## config.mk

```make
export PLATFORM = sky130hd
export DESIGN_NAME = pxe_expander
export DESIGN_NICKNAME = d
export VERILOG_FILES = /design/src/logic/pxe_buf2.v /design/src/logic/pxe_expander.v
export VERILOG_INCLUDE_DIRS = /design/src /design/src/logic
export SDC_FILE = /design/constraint.sdc
export NUM_CORES = 1
export LEC_CHECK = 0
export ABC_AREA = 1
export BUFFER_PORTS_ARGS = -buffer_cell sky130_fd_sc_hd__clkbuf_2
export CAP_MARGIN = 20
export CORE_ASPECT_RATIO = 1.25
export CORE_MARGIN = 10
export CORE_UTILIZATION = 30
export DETAILED_ROUTE_END_ITERATION = 10
export GPL_TIMING_DRIVEN = 1
export HOLD_SLACK_MARGIN = 0.08
export PLACE_DENSITY = 0.54
export SETUP_SLACK_MARGIN = 0.15
export SLEW_MARGIN = 20
export SYNTH_ARGS = -nofsm -noshare
export SYNTH_HDL_FRONTEND = slang
export SYNTH_SLANG_ARGS = --single-unit
```

## constraint.sdc

```tcl
create_clock -name clk -period 4.1 [get_ports clk]
set_input_delay 0 -clock clk [delete_from_list [all_inputs] [get_ports clk]]
set_output_delay 0 -clock clk [all_outputs]
set_load 0.02 [all_outputs]
```

## src/logic/pxe_map.vh

```
`ifndef PXE_MAP_VH
`define PXE_MAP_VH

// ==========================================================================
// address match
`define PXE_ADDR_UPPER    4'h4
`define PXE_GENERAL_CALL  7'h00

// ==========================================================================
// byte framing
`define PXE_BYTE_BITS     4'h8
`define PXE_LAST_TX_BIT   4'h7
`define PXE_BUF_WIDTH     9
`define PXE_HI_SEL_BIT    8

// ==========================================================================
// reset values
`define PXE_LATCH_RST     16'hFFFF
`define PXE_PULLUP_RST    16'h0000

`endif

```

## src/logic/pxe_buf2.v

```verilog
`timescale 1ns/1ps
`default_nettype none

`include "pxe_map.vh"

module pxe_buf2 #(
    parameter WIDTH = `PXE_BUF_WIDTH
) (
    // clock and reset
    input  wire             clk,
    input  wire             sys_rst,
    // fill side
    input  wire             in_valid,
    output wire             in_ready,
    input  wire [WIDTH-1:0] in_data,
    // drain side
    output wire             out_valid,
    input  wire             out_ready,
    output wire [WIDTH-1:0] out_data
);

    // ======================================================================
    // storage
    reg [WIDTH-1:0] entry [0:1];
    reg             rd_ptr;
    reg             wr_ptr;
    reg [1:0]       count;

    wire            push;
    wire            pop;

    assign in_ready  = (count != 2'h2);
    assign out_valid = (count != 2'h0);
    assign out_data  = entry[rd_ptr];
    assign push      = in_valid & in_ready;
    assign pop       = out_valid & out_ready;

    // ======================================================================
    // pointers and count
    always @(posedge clk) begin
        if (sys_rst) begin
            rd_ptr   <= 1'b0;
            wr_ptr   <= 1'b0;
            count    <= 2'h0;
            entry[0] <= {WIDTH{1'b0}};
            entry[1] <= {WIDTH{1'b0}};
        end else begin
            if (push) begin
                entry[wr_ptr] <= in_data;
                wr_ptr        <= ~wr_ptr;
            end
            if (pop) begin
                rd_ptr <= ~rd_ptr;
            end
            if (push & ~pop) begin
                count <= count + 2'h1;
            end else if (pop & ~push) begin
                count <= count - 2'h1;
            end
        end
    end

endmodule

`default_nettype wire

```

## src/logic/pxe_expander.v

```verilog
// What this block does
// sda falling while scl high is a start; address reception begins.
// address byte arrives msb first, direction bit last; shifted in that way.
// general call address is never acknowledged; sda stays released.
// matching address gets sda low through the ack clock high phase.
// system keeps the address straps steady from start to stop.
// address is 0100 then straps 2..0, giving 20h to 27h.
// direction high: transmit bytes of currently sampled port pin levels.
// direction low: master bytes become new port output values.
// a written data byte is acknowledged while the write buffer has room; nacked when it is full.
// ports change only after a whole byte is received and acknowledged.
// new output appears shortly after scl rises in the ack cycle.
// sda change while scl high is start or stop, never data.
// master ends with stop, sda rising while scl high; block goes idle.
// eight bits plus one ack per byte; byte count unlimited.
// byte sender releases sda before the ack clock.
// master acknowledges each read byte except the last.
// master nack ends a read; block releases sda for the stop.
// stop anywhere keeps last acknowledged outputs, drops untransferred input data.
// master starts only while the bus is idle.
// bytes alternate low port then high port; each pair overwrites the last.
// interrupt asserts on any edge of a port pin used as input.
// interrupt clears on pins restored or own read/write ack only.
// written high bit gets a strong pullup until next scl fall.
// address mismatch: sda released, all ignored until next start.
`timescale 1ns/1ps
`default_nettype none

`include "pxe_map.vh"

module pxe_expander (
    // clock and reset
    input  wire        clk,
    input  wire        sys_rst,
    // i2c pins
    input  wire        scl_in,
    input  wire        sda_in,
    output wire        sda_out,
    output reg         sda_oe,
    // address straps
    input  wire        addr_strap_0,
    input  wire        addr_strap_1,
    input  wire        addr_strap_2,
    // port pins
    input  wire [7:0]  port_lo_bits_in,
    input  wire [7:0]  port_hi_bits_in,
    output wire [7:0]  port_lo_bits_out,
    output reg  [7:0]  port_lo_bits_low_en,
    output reg  [7:0]  port_hi_bits_low_en,
    output reg  [7:0]  port_lo_bits_pullup,
    output reg  [7:0]  port_hi_bits_pullup,
    // latch update flow control
    input  wire        latch_ready,
    // interrupt pin, open drain
    output wire        int_n_out,
    output reg         int_n_oe
);

    // ======================================================================
    // states
    localparam [2:0] ST_IDLE     = 3'h0;
    localparam [2:0] ST_ADDR     = 3'h1;
    localparam [2:0] ST_ADDR_ACK = 3'h2;
    localparam [2:0] ST_WR_DATA  = 3'h3;
    localparam [2:0] ST_WR_ACK   = 3'h4;
    localparam [2:0] ST_RD_DATA  = 3'h5;
    localparam [2:0] ST_RD_ACK   = 3'h6;
    localparam [2:0] ST_IGNORE   = 3'h7;

    // open drain pins only ever pull low
    assign sda_out          = 1'b0;
    assign int_n_out        = 1'b0;
    assign port_lo_bits_out = 8'h00;

    // ======================================================================
    // pin synchronisers
    // a bit counts as changed only once stages two and three agree,
    // which also filters single-sample glitches on the slow pins
    localparam NSYNC = 21;

    wire [NSYNC-1:0] raw_pins;
    reg  [NSYNC-1:0] sync1;
    reg  [NSYNC-1:0] sync2;
    reg  [NSYNC-1:0] sync3;
    reg  [NSYNC-1:0] filt;

    assign raw_pins = {port_hi_bits_in, port_lo_bits_in,
                       addr_strap_2, addr_strap_1, addr_strap_0, sda_in, scl_in};

    always @(posedge clk) begin
        if (sys_rst) begin
            sync1 <= {NSYNC{1'b1}};
            sync2 <= {NSYNC{1'b1}};
            sync3 <= {NSYNC{1'b1}};
            filt  <= {NSYNC{1'b1}};
        end else begin
            sync1 <= raw_pins;
            sync2 <= sync1;
            sync3 <= sync2;
            filt  <= (sync2 & sync3) | (filt & (sync2 ^ sync3));
        end
    end

    wire        scl_f   = filt[0];
    wire        sda_f   = filt[1];
    wire [2:0]  straps  = filt[4:2];
    wire [15:0] pins    = filt[20:5];

    // ======================================================================
    // bus event detection
    reg scl_q;
    reg sda_q;

    always @(posedge clk) begin
        if (sys_rst) begin
            scl_q <= 1'b1;
            sda_q <= 1'b1;
        end else begin
            scl_q <= scl_f;
            sda_q <= sda_f;
        end
    end

    wire scl_rise   = scl_f & ~scl_q;
    wire scl_fall   = ~scl_f & scl_q;
    wire start_cond = scl_f & scl_q & sda_q & ~sda_f;
    wire stop_cond  = scl_f & scl_q & ~sda_q & sda_f;

    // ======================================================================
    // address decode
    function addr_match;
        input [6:0] addr;
        input [2:0] strap;
        begin
            addr_match = (addr != `PXE_GENERAL_CALL) &&
                         (addr == {`PXE_ADDR_UPPER, strap});
        end
    endfunction

    // ======================================================================
    // write buffer toward the port latches
    reg        push_valid;
    reg  [8:0] push_data;
    wire       buf_in_ready;
    wire       buf_out_valid;
    wire [8:0] buf_out_data;

    pxe_buf2 #(
        .WIDTH     (`PXE_BUF_WIDTH)
    ) u_buf (
        .clk       (clk),
        .sys_rst   (sys_rst),
        .in_valid  (push_valid),
        .in_ready  (buf_in_ready),
        .in_data   (push_data),
        .out_valid (buf_out_valid),
        .out_ready (latch_ready),
        .out_data  (buf_out_data)
    );

    // ======================================================================
    // protocol engine
    reg [2:0] state;
    reg [3:0] bit_cnt;
    reg [7:0] shreg;
    reg       hi_sel;
    reg       master_ack;
    reg       ref_load;

    always @(posedge clk) begin
        if (sys_rst) begin
            state      <= ST_IDLE;
            bit_cnt    <= 4'h0;
            shreg      <= 8'h00;
            hi_sel     <= 1'b0;
            master_ack <= 1'b0;
            sda_oe     <= 1'b0;
            push_valid <= 1'b0;
            push_data  <= 9'h000;
            ref_load   <= 1'b0;
        end else begin
            push_valid <= 1'b0;
            ref_load   <= 1'b0;
            if (start_cond) begin
                state   <= ST_ADDR;
                bit_cnt <= 4'h0;
                hi_sel  <= 1'b0;
                sda_oe  <= 1'b0;
            end else if (stop_cond) begin
                // pending read data is dropped, latches keep their value
                state  <= ST_IDLE;
                sda_oe <= 1'b0;
            end else begin
                case (state)
                ST_ADDR, ST_WR_DATA: begin
                    if (scl_rise) begin
                        shreg   <= {shreg[6:0], sda_f};
                        bit_cnt <= bit_cnt + 4'h1;
                    end else if (scl_fall && bit_cnt == `PXE_BYTE_BITS) begin
                        bit_cnt <= 4'h0;
                        if (state == ST_ADDR) begin
                            if (addr_match(shreg[7:1], straps)) begin
                                sda_oe     <= 1'b1;
                                master_ack <= shreg[0];
                                state      <= ST_ADDR_ACK;
                            end else begin
                                state <= ST_IGNORE;
                            end
                        end else if (buf_in_ready) begin
                            sda_oe <= 1'b1;
                            state  <= ST_WR_ACK;
                        end else begin
                            // no room: nack rather than lose a byte
                            state <= ST_IGNORE;
                        end
                    end
                end
                ST_ADDR_ACK: begin
                    // master_ack holds the direction bit here
                    if (scl_rise && master_ack) begin
                        ref_load <= 1'b1;
                    end else if (scl_fall) begin
                        bit_cnt <= 4'h0;
                        if (master_ack) begin
                            shreg  <= pins[7:0];
                            sda_oe <= ~pins[7];
                            state  <= ST_RD_DATA;
                        end else begin
                            sda_oe   <= 1'b0;
                            ref_load <= 1'b1;
                            state    <= ST_WR_DATA;
                        end
                    end
                end
                ST_WR_ACK: begin
                    if (scl_rise) begin
                        push_valid <= 1'b1;
                        push_data  <= {hi_sel, shreg};
                        hi_sel     <= ~hi_sel;
                    end else if (scl_fall) begin
                        sda_oe   <= 1'b0;
                        ref_load <= 1'b1;
                        state    <= ST_WR_DATA;
                    end
                end
                ST_RD_DATA: begin
                    if (scl_fall) begin
                        if (bit_cnt == `PXE_LAST_TX_BIT) begin
                            sda_oe <= 1'b0;
                            state  <= ST_RD_ACK;
                        end else begin
                            bit_cnt <= bit_cnt + 4'h1;
                            shreg   <= {shreg[6:0], 1'b0};
                            sda_oe  <= ~shreg[6];
                        end
                    end
                end
                ST_RD_ACK: begin
                    if (scl_rise) begin
                        master_ack <= ~sda_f;
                        ref_load   <= 1'b1;
                    end else if (scl_fall) begin
                        bit_cnt <= 4'h0;
                        if (master_ack) begin
                            shreg  <= hi_sel ? pins[7:0] : pins[15:8];
                            sda_oe <= hi_sel ? ~pins[7] : ~pins[15];
                            hi_sel <= ~hi_sel;
                            state  <= ST_RD_DATA;
                        end else begin
                            state <= ST_IGNORE;
                        end
                    end
                end
                default: begin
                    // idle and ignore wait for the next start
                    sda_oe <= 1'b0;
                end
                endcase
            end
        end
    end

    // ======================================================================
    // port latches and strong pullups
    wire       pop      = buf_out_valid & latch_ready;
    wire [7:0] pop_byte = buf_out_data[7:0];
    wire       pop_hi   = buf_out_data[`PXE_HI_SEL_BIT];
    localparam [15:0] LATCH_RST  = `PXE_LATCH_RST;
    localparam [15:0] PULLUP_RST = `PXE_PULLUP_RST;

    always @(posedge clk) begin
        if (sys_rst) begin
            port_lo_bits_low_en <= ~LATCH_RST[7:0];
            port_hi_bits_low_en <= ~LATCH_RST[15:8];
            port_lo_bits_pullup <= PULLUP_RST[7:0];
            port_hi_bits_pullup <= PULLUP_RST[15:8];
        end else begin
            if (scl_fall) begin
                port_lo_bits_pullup <= 8'h00;
                port_hi_bits_pullup <= 8'h00;
            end
            // a new high wins over the clearing fall in the same cycle
            if (pop && !pop_hi) begin
                port_lo_bits_low_en <= ~pop_byte;
                port_lo_bits_pullup <= pop_byte;
            end
            if (pop && pop_hi) begin
                port_hi_bits_low_en <= ~pop_byte;
                port_hi_bits_pullup <= pop_byte;
            end
        end
    end

    // ======================================================================
    // input change interrupt
    // pins driven low are outputs and never raise the interrupt;
    // a change landing on the ack pulse itself may be swallowed
    reg  [15:0] ref_pins;
    wire [15:0] in_mode = ~{port_hi_bits_low_en, port_lo_bits_low_en};

    always @(posedge clk) begin
        if (sys_rst) begin
            ref_pins <= `PXE_LATCH_RST;
            int_n_oe <= 1'b0;
        end else begin
            if (ref_load) begin
                ref_pins <= pins;
            end
            int_n_oe <= |((pins ^ ref_pins) & in_mode);
        end
    end

endmodule

`default_nettype wire

```

# Word-level counts from Yosys, hierarchy flattened
# Memory sizes are Yosys's and may differ from the RTL's. A register that Yosys moved wholly into a read port is not among the register bits.
# Cells that the tools add are included.
dict set report word_totals {
  register_bits 168
  latchBits 0
  romBits 0
  inputBits 24
  mem_count 1
  ramBits 18
}
# memory depth word_bits rd rd_clocked_by_memory_dff write_ports line
set mem_list {}
lappend mem_list {u_buf.entry 2 9 1 1 2 pxe_buf2.v:24} ;# reg [WIDTH-1:0] entry [0:1];
dict set report classes {
  n_shift 0
  n_reduce_logical 30
  n_div 0
  add_sub_neg 3
  eq_ne 41
  order_cmp 0
  multipliers 0
  mux 87
  bitwise_logic 34
}
# op count
set op_table {}
lappend op_table {{two-way mux 8 bit} 13}
lappend op_table {{AND 21 bit} 2}
lappend op_table {{two-way mux 1 bit} 42}
lappend op_table {{!= test 4 bit (second input constant)} 10}
lappend op_table {{two-way mux 3 bit} 13}
lappend op_table {{!= test 2 bit (second input constant)} 19}
lappend op_table {{case mux 8 bit (4 select lines)} 1}
lappend op_table {{two-way mux 4 bit} 7}
lappend op_table {{AND reduction 12 bit} 2}
lappend op_table {{AND reduction 11 bit} 2}
lappend op_table {{bitwise OR 21 bit} 1}
lappend op_table {{XOR 21 bit} 1}
lappend op_table {{AND 16 bit} 1}
lappend op_table {{NOT 16 bit} 1}
lappend op_table {{case mux 4 bit (4 select lines)} 1}
lappend op_table {{OR reduction 16 bit} 1}
lappend op_table {{XOR 16 bit} 1}
lappend op_table {{NOT 1 bit} 15}
lappend op_table {{case mux 3 bit (5 select lines)} 1}
lappend op_table {{nonzero test 7 bit} 2}
lappend op_table {{nonzero test 2 bit} 6}
lappend op_table {{AND 1 bit} 11}
lappend op_table {{== test 3 bit (second input constant)} 3}
lappend op_table {{two-way mux 9 bit} 1}
lappend op_table {{27 further kinds} 38}

# Longest topological paths before layout
dict set report logic_depth {
  word_depth 9
  depth_mapped 12
  mapped_depth_nobuf 12
}

# Cells and area by module
# Synthesis repeated with hierarchy kept, for this count alone.
dict set report hier_totals {
  cells_unflattened 926
  hier_area_um2 7597.3
}
# module n_inst cells_each area_each_um2
set modules_own_cells {}
lappend modules_own_cells {pxe_expander 1 833 6543.8}
lappend modules_own_cells {pxe_buf2 1 93 1053.5}

# Least setup slack after synthesis
# Ideal clock, no wire load.
dict set report synth_path {
  path_type {flip-flop to flip-flop}
  from {reg u_buf.count[0]}
  to {mem u_buf.entry[0][0] in the netlist's numbering (enable)}
  arrival_time_ns 1.175
  path_buffers 1
  path_stages_with_launch 8
  slack_ns 2.613
  period_less_slack_ns 1.487
  setup_ns 0.312
  required_time_ns 3.788
  path_cell_list {dfxtp_1 > inv_1 > nand2_1 > nand2_1 > nor2_1 > nand2_1 > clkbuf_1 > nand2_1}
}
# item line
set synth_lines {}
lappend synth_lines {{start: declaration} pxe_buf2.v:27} ;# reg [1:0] count;
lappend synth_lines {{start signal: assignment} pxe_buf2.v:56} ;# count <= count + 2'h1;
lappend synth_lines {{start signal: assignment} pxe_buf2.v:58} ;# count <= count - 2'h1;
lappend synth_lines {{end: declaration} pxe_buf2.v:24}

==> results list <==
- Power spread over the standard cell area amounts to 512.6 nW/um2.
* Die footprint: 31830 um2
* Initial detailed-routing violation count: 336
- The finished layout holds approximately 1300 standard cells, fillers aside.
- STA classifies the critical path startpoint as a flop.
* Maximum number of pins on one net before global-route repair: 86
- Number of hold violations in the final report: 0
* Final design utilization: 36.19%
* Starting Density: 30.58%
- Number of distinct standard cells referenced by the synthesized netlist: 38
- Once placement finished, the instance area stood at 8060 um2.
- The first TritonRoute pass finished after 5 iterations.
- Worst-case setup margin in the final layout: just under 2 ns
- Number of enable flip-flop cells after synthesis: 18
- After synthesis, the most frequently instantiated cells are 190 x sky130_fd_sc_hd__nand2_1, 169 x sky130_fd_sc_hd__dfxtp_1, 94 x sky130_fd_sc_hd__nor2_1, 78 x sky130_fd_sc_hd__a21oi_1.
* Clock slew at the register clock pins of the worst setup and hold paths: 0.08 ns
- Htree depth: 4
- Clock tree root buffer cell: sky130_fd_sc_hd__clkbuf_16
- In the synthesized netlist, the number of instances is 895.
- At the worst endpoint, the required time is 4.47 ns.
- The final max-slew violation count was 0.
- Share of synthesized registers carrying an async set or reset: 0%
- Vias: between 5000 and 6000
- PostCTS Resize Cnt: 0
- Setup repair after global routing left no endpoint under its margin.
- The floorplan has 64 rows.
* Proportion of synthesized chip area in sequential cells: 52.20%
* Main synth FF type: sky130_fd_sc_hd__dfxtp_1
- Maximum vdd ir drop: 322.0 uV
- After floorplanning, the core was sized to cover between 20000 and 25000 um2.
* Biggest area contributors in the synthesized netlist: sky130_fd_sc_hd__dfxtp_1 45%, sky130_fd_sc_hd__nand2_1 9.5%, sky130_fd_sc_hd__edfxtp_1 7.2%
- Maximum clock frequency: 465.7 MHz
- Buffer and inverter count on the worst path: 2
- Post-synthesis cell area: approximately 7500 um2
* Placer's final routability congestion estimate: 0.8696
- I/O pin count: 68
- The number of global-route vias before repair came to 5417.
- The signal on the critical path passes through inv_2, or2_0, o21ai_1, nor2_1, buf_4, nor2_1, nand2_1, a21oi_1.
- In this run the register-to-register setup slack is 1.95 ns.
* Antenna fix cells: 0
- For hold timing, the worst endpoint is sync1[14].
- The number of antenna violations at the first check in global routing came to 0.
* Sink Count: 187
* Number of instances on the worst hold path: 3
* Routed wire length per instance: approximately 13 um
- Pre-CTS setup slack: 1.770 ns
- Tightest Pin Transition: 0.7343 ns
- Worst hold margin: 0.2708 ns
- The setup path with the least slack is of type reg2reg.
- TritonCTS clock tree: yes
- The largest total area in the synthesized netlist belongs to sky130_fd_sc_hd__dfxtp_1.
- After routing, the total negative slack on setup checks comes to 0 ns.
- Highest-delay cell along the critical path: sky130_fd_sc_hd__dfxtp_1
- TritonCTS Buffers: 17
* Drt total wl: ~17000 um
* Critical path arrival: 2.52 ns
- Clk buf depth: 2
* Post-route fraction of the period consumed by the critical path: 52.38%
- Measured against its own limit, the worst slew margin works out to 51.05%.
- Yosys warns: 0
- With fillers left out, the area of the finished cells amounts to 8896 um2.
- Summed over all layers, the global routing overflow is 0.
* Detailed-route DRC error count: 0
- Among all cell types in the netlist, the one instantiated most often is sky130_fd_sc_hd__nand2_1.
- Final setup violation count: 0
* Tot GR Track Use: approximately 11%
- Once placement completed, the tool counted placed cells totaling between 1000 and 1500.
- After legalization and detailed placement, the total HPWL measured around 12000 um.
- Max-cap violations in this run came to 0.
- Flops & latches, synth: 187
- Final nets: just over 1000
- Worst-skew pair later-pin latency: 0.44 ns
- Along the worst path, the maximum fanout reaches 25.
- For the finished layout, the period the worst path requires is ~2.1 ns.
- The worst hold path begins at port_hi_bits_in[1].
- Global-route wire length before repair: roughly 28000 um
* Total chip power: roughly 4.6 mW
- Leakage Power: 3.811 nW
- Grouping stages by cell kind, the critical path spends the most delay in simple AND/OR/NAND/NOR gates.
- Antenna-violating nets left: 0
- Hold Crit Class: in2reg
- Among the stages of the critical path, the cell type that occurs most often is sky130_fd_sc_hd__nor2_1.
- The post-route netlist has approximately a fifth of its cells at a drive strength greater than 1.
* Kind of end point of the critical path: flop
* Horiz. Die Dim: 161.6 um
* Outcome: completed
- The endpoint identified for the worst register-to-register timing path is port_hi_bits_pullup[3].
* Fraction of post-synthesis cell area in the top cell type by area: 45.01%
* Average cell area after synthesis: 8.399 um2
- Maximum cell stage delay along the critical path: between 0.5 and 0.6 ns
* Post-synthesis to final-layout area growth: 18.34%
- Reg2reg path depth: 8
* Vertical extent of the die: 197.0 um
- Clk_skew: between 0.008 and 0.009 ns
* Vias per cell: 4.374
- Input and output buffers added on the ports amount to between 50 and 60.
-- state kept, by name, indices dropped and copies added, names as in the netlist, 2 cells and up, named ones only --
signal,cells
bit_cnt,4
filt,21
port_hi_bits_low_en,8
port_hi_bits_pullup,8
port_lo_bits_low_en,8
port_lo_bits_pullup,8
push_data,9
ref_pins,16
shreg,8
state,3
sync1,21
sync2,21
sync3,21
u_buf.count,2
u_buf.entry,18
-- per-layer routing --
layer  GRT usage [%]  up-vias  wire length [um]
li1                -     2992                 -
met1           12.69     2584              7310
met2           18.88      120              8656
met3           2.294       38               574
met4           6.109        0               610
met5               0        -                 0
-- worst min-delay path: cells and delay by family --
| kind | cells | cell delay (ns) |
|---|---|---|
| buffers and inverters | 2 | 0.61 |
| and+or+nand+nor | 1 | 0.08 |
-- what timing repair did --
| item | in CTS | in global routing |
|---|---|---|
| setup buffers | 0 | 0 |
| hold endpoints to repair | 33 | 0 |
| hold buffers | 23 | 0 |
-- kinds of logic (layout without fill, tap and decap cells) --
kind of cell               count (synthesis)  in the layout  share of synthesized area (%)
DFF                                      187            187                          52.20
and+or+nand+nor                          421            421                          26.15
AOI/OAI and AO/OA                        134            134                          9.271
xor gates and xnor gates                  15             15                          1.748
buffers and inverters                    113            190                          6.591
other                                      1             10                        0.04989
adders and majority gates                 24             24                          3.995
-- layout make-up --
cell class / instances / area [um2]
tap: 330 / 412.9
sequential: 187 / 3924
fill: 2537 / 15690
multi-input combinational: 604 / 3137
clock buffer: 17 / 425.4
inverter: 75 / 284.0
timing repair buffer: 83 / 538.0
clock inverter: 15 / 175.2
-- cell usage in the layout, fill, tap and decap left out, types with 2 or more instances in the layout --
cell type	instances
sky130_fd_sc_hd__nand2_1	190
sky130_fd_sc_hd__dfxtp_1	169
sky130_fd_sc_hd__nor2_1	94
sky130_fd_sc_hd__a21oi_1	78
sky130_fd_sc_hd__inv_1	64
sky130_fd_sc_hd__or2_2	64
sky130_fd_sc_hd__clkbuf_2	57
sky130_fd_sc_hd__nand3_1	47
sky130_fd_sc_hd__o21ai_0	41
sky130_fd_sc_hd__ha_1	24
sky130_fd_sc_hd__dlygate4sd3_1	23
sky130_fd_sc_hd__edfxtp_1	18
sky130_fd_sc_hd__clkbuf_16	17
sky130_fd_sc_hd__xnor2_1	12
sky130_fd_sc_hd__conb_1	10
sky130_fd_sc_hd__inv_2	9
sky130_fd_sc_hd__nand2_4	7
sky130_fd_sc_hd__inv_8	5
sky130_fd_sc_hd__nand4_1	4
sky130_fd_sc_hd__nor2_2	4
sky130_fd_sc_hd__o21ai_1	4
sky130_fd_sc_hd__o22ai_1	4
sky130_fd_sc_hd__nand3_2	3
sky130_fd_sc_hd__xor2_1	3
sky130_fd_sc_hd__nor2_8	3
sky130_fd_sc_hd__inv_6	3
sky130_fd_sc_hd__buf_4	3
sky130_fd_sc_hd__o21ai_2	2
sky130_fd_sc_hd__o21bai_1	2
sky130_fd_sc_hd__clkinv_8	2
sky130_fd_sc_hd__clkinv_4	2
-- where the power goes --
group	total [mW]	internal [mW]	switching [mW]
sequential	2.05	1.95	0.101
combinational	0.838	0.287	0.551
clock	1.67	0.874	0.793
-- worst max path at each step --
stage	start	depth (start not counted)	slack, ns	end
2_1_floorplan	u_buf.count[0]	7	2.61	u_buf.entry[0][0]
3_3_place_gp	flop	8	1.87	port_hi_bits_pullup[3]
3_5_place_dp	state[2]	5	1.77	push_data[5]
4_1_cts	state[2]	5	1.77	push_data[5]
5_1_grt	flop	8	1.65	port_hi_bits_pullup[0]
6_report	flop	8	1.95	port_hi_bits_pullup[3]
Note: power is estimated with default switching activity, not from simulation.
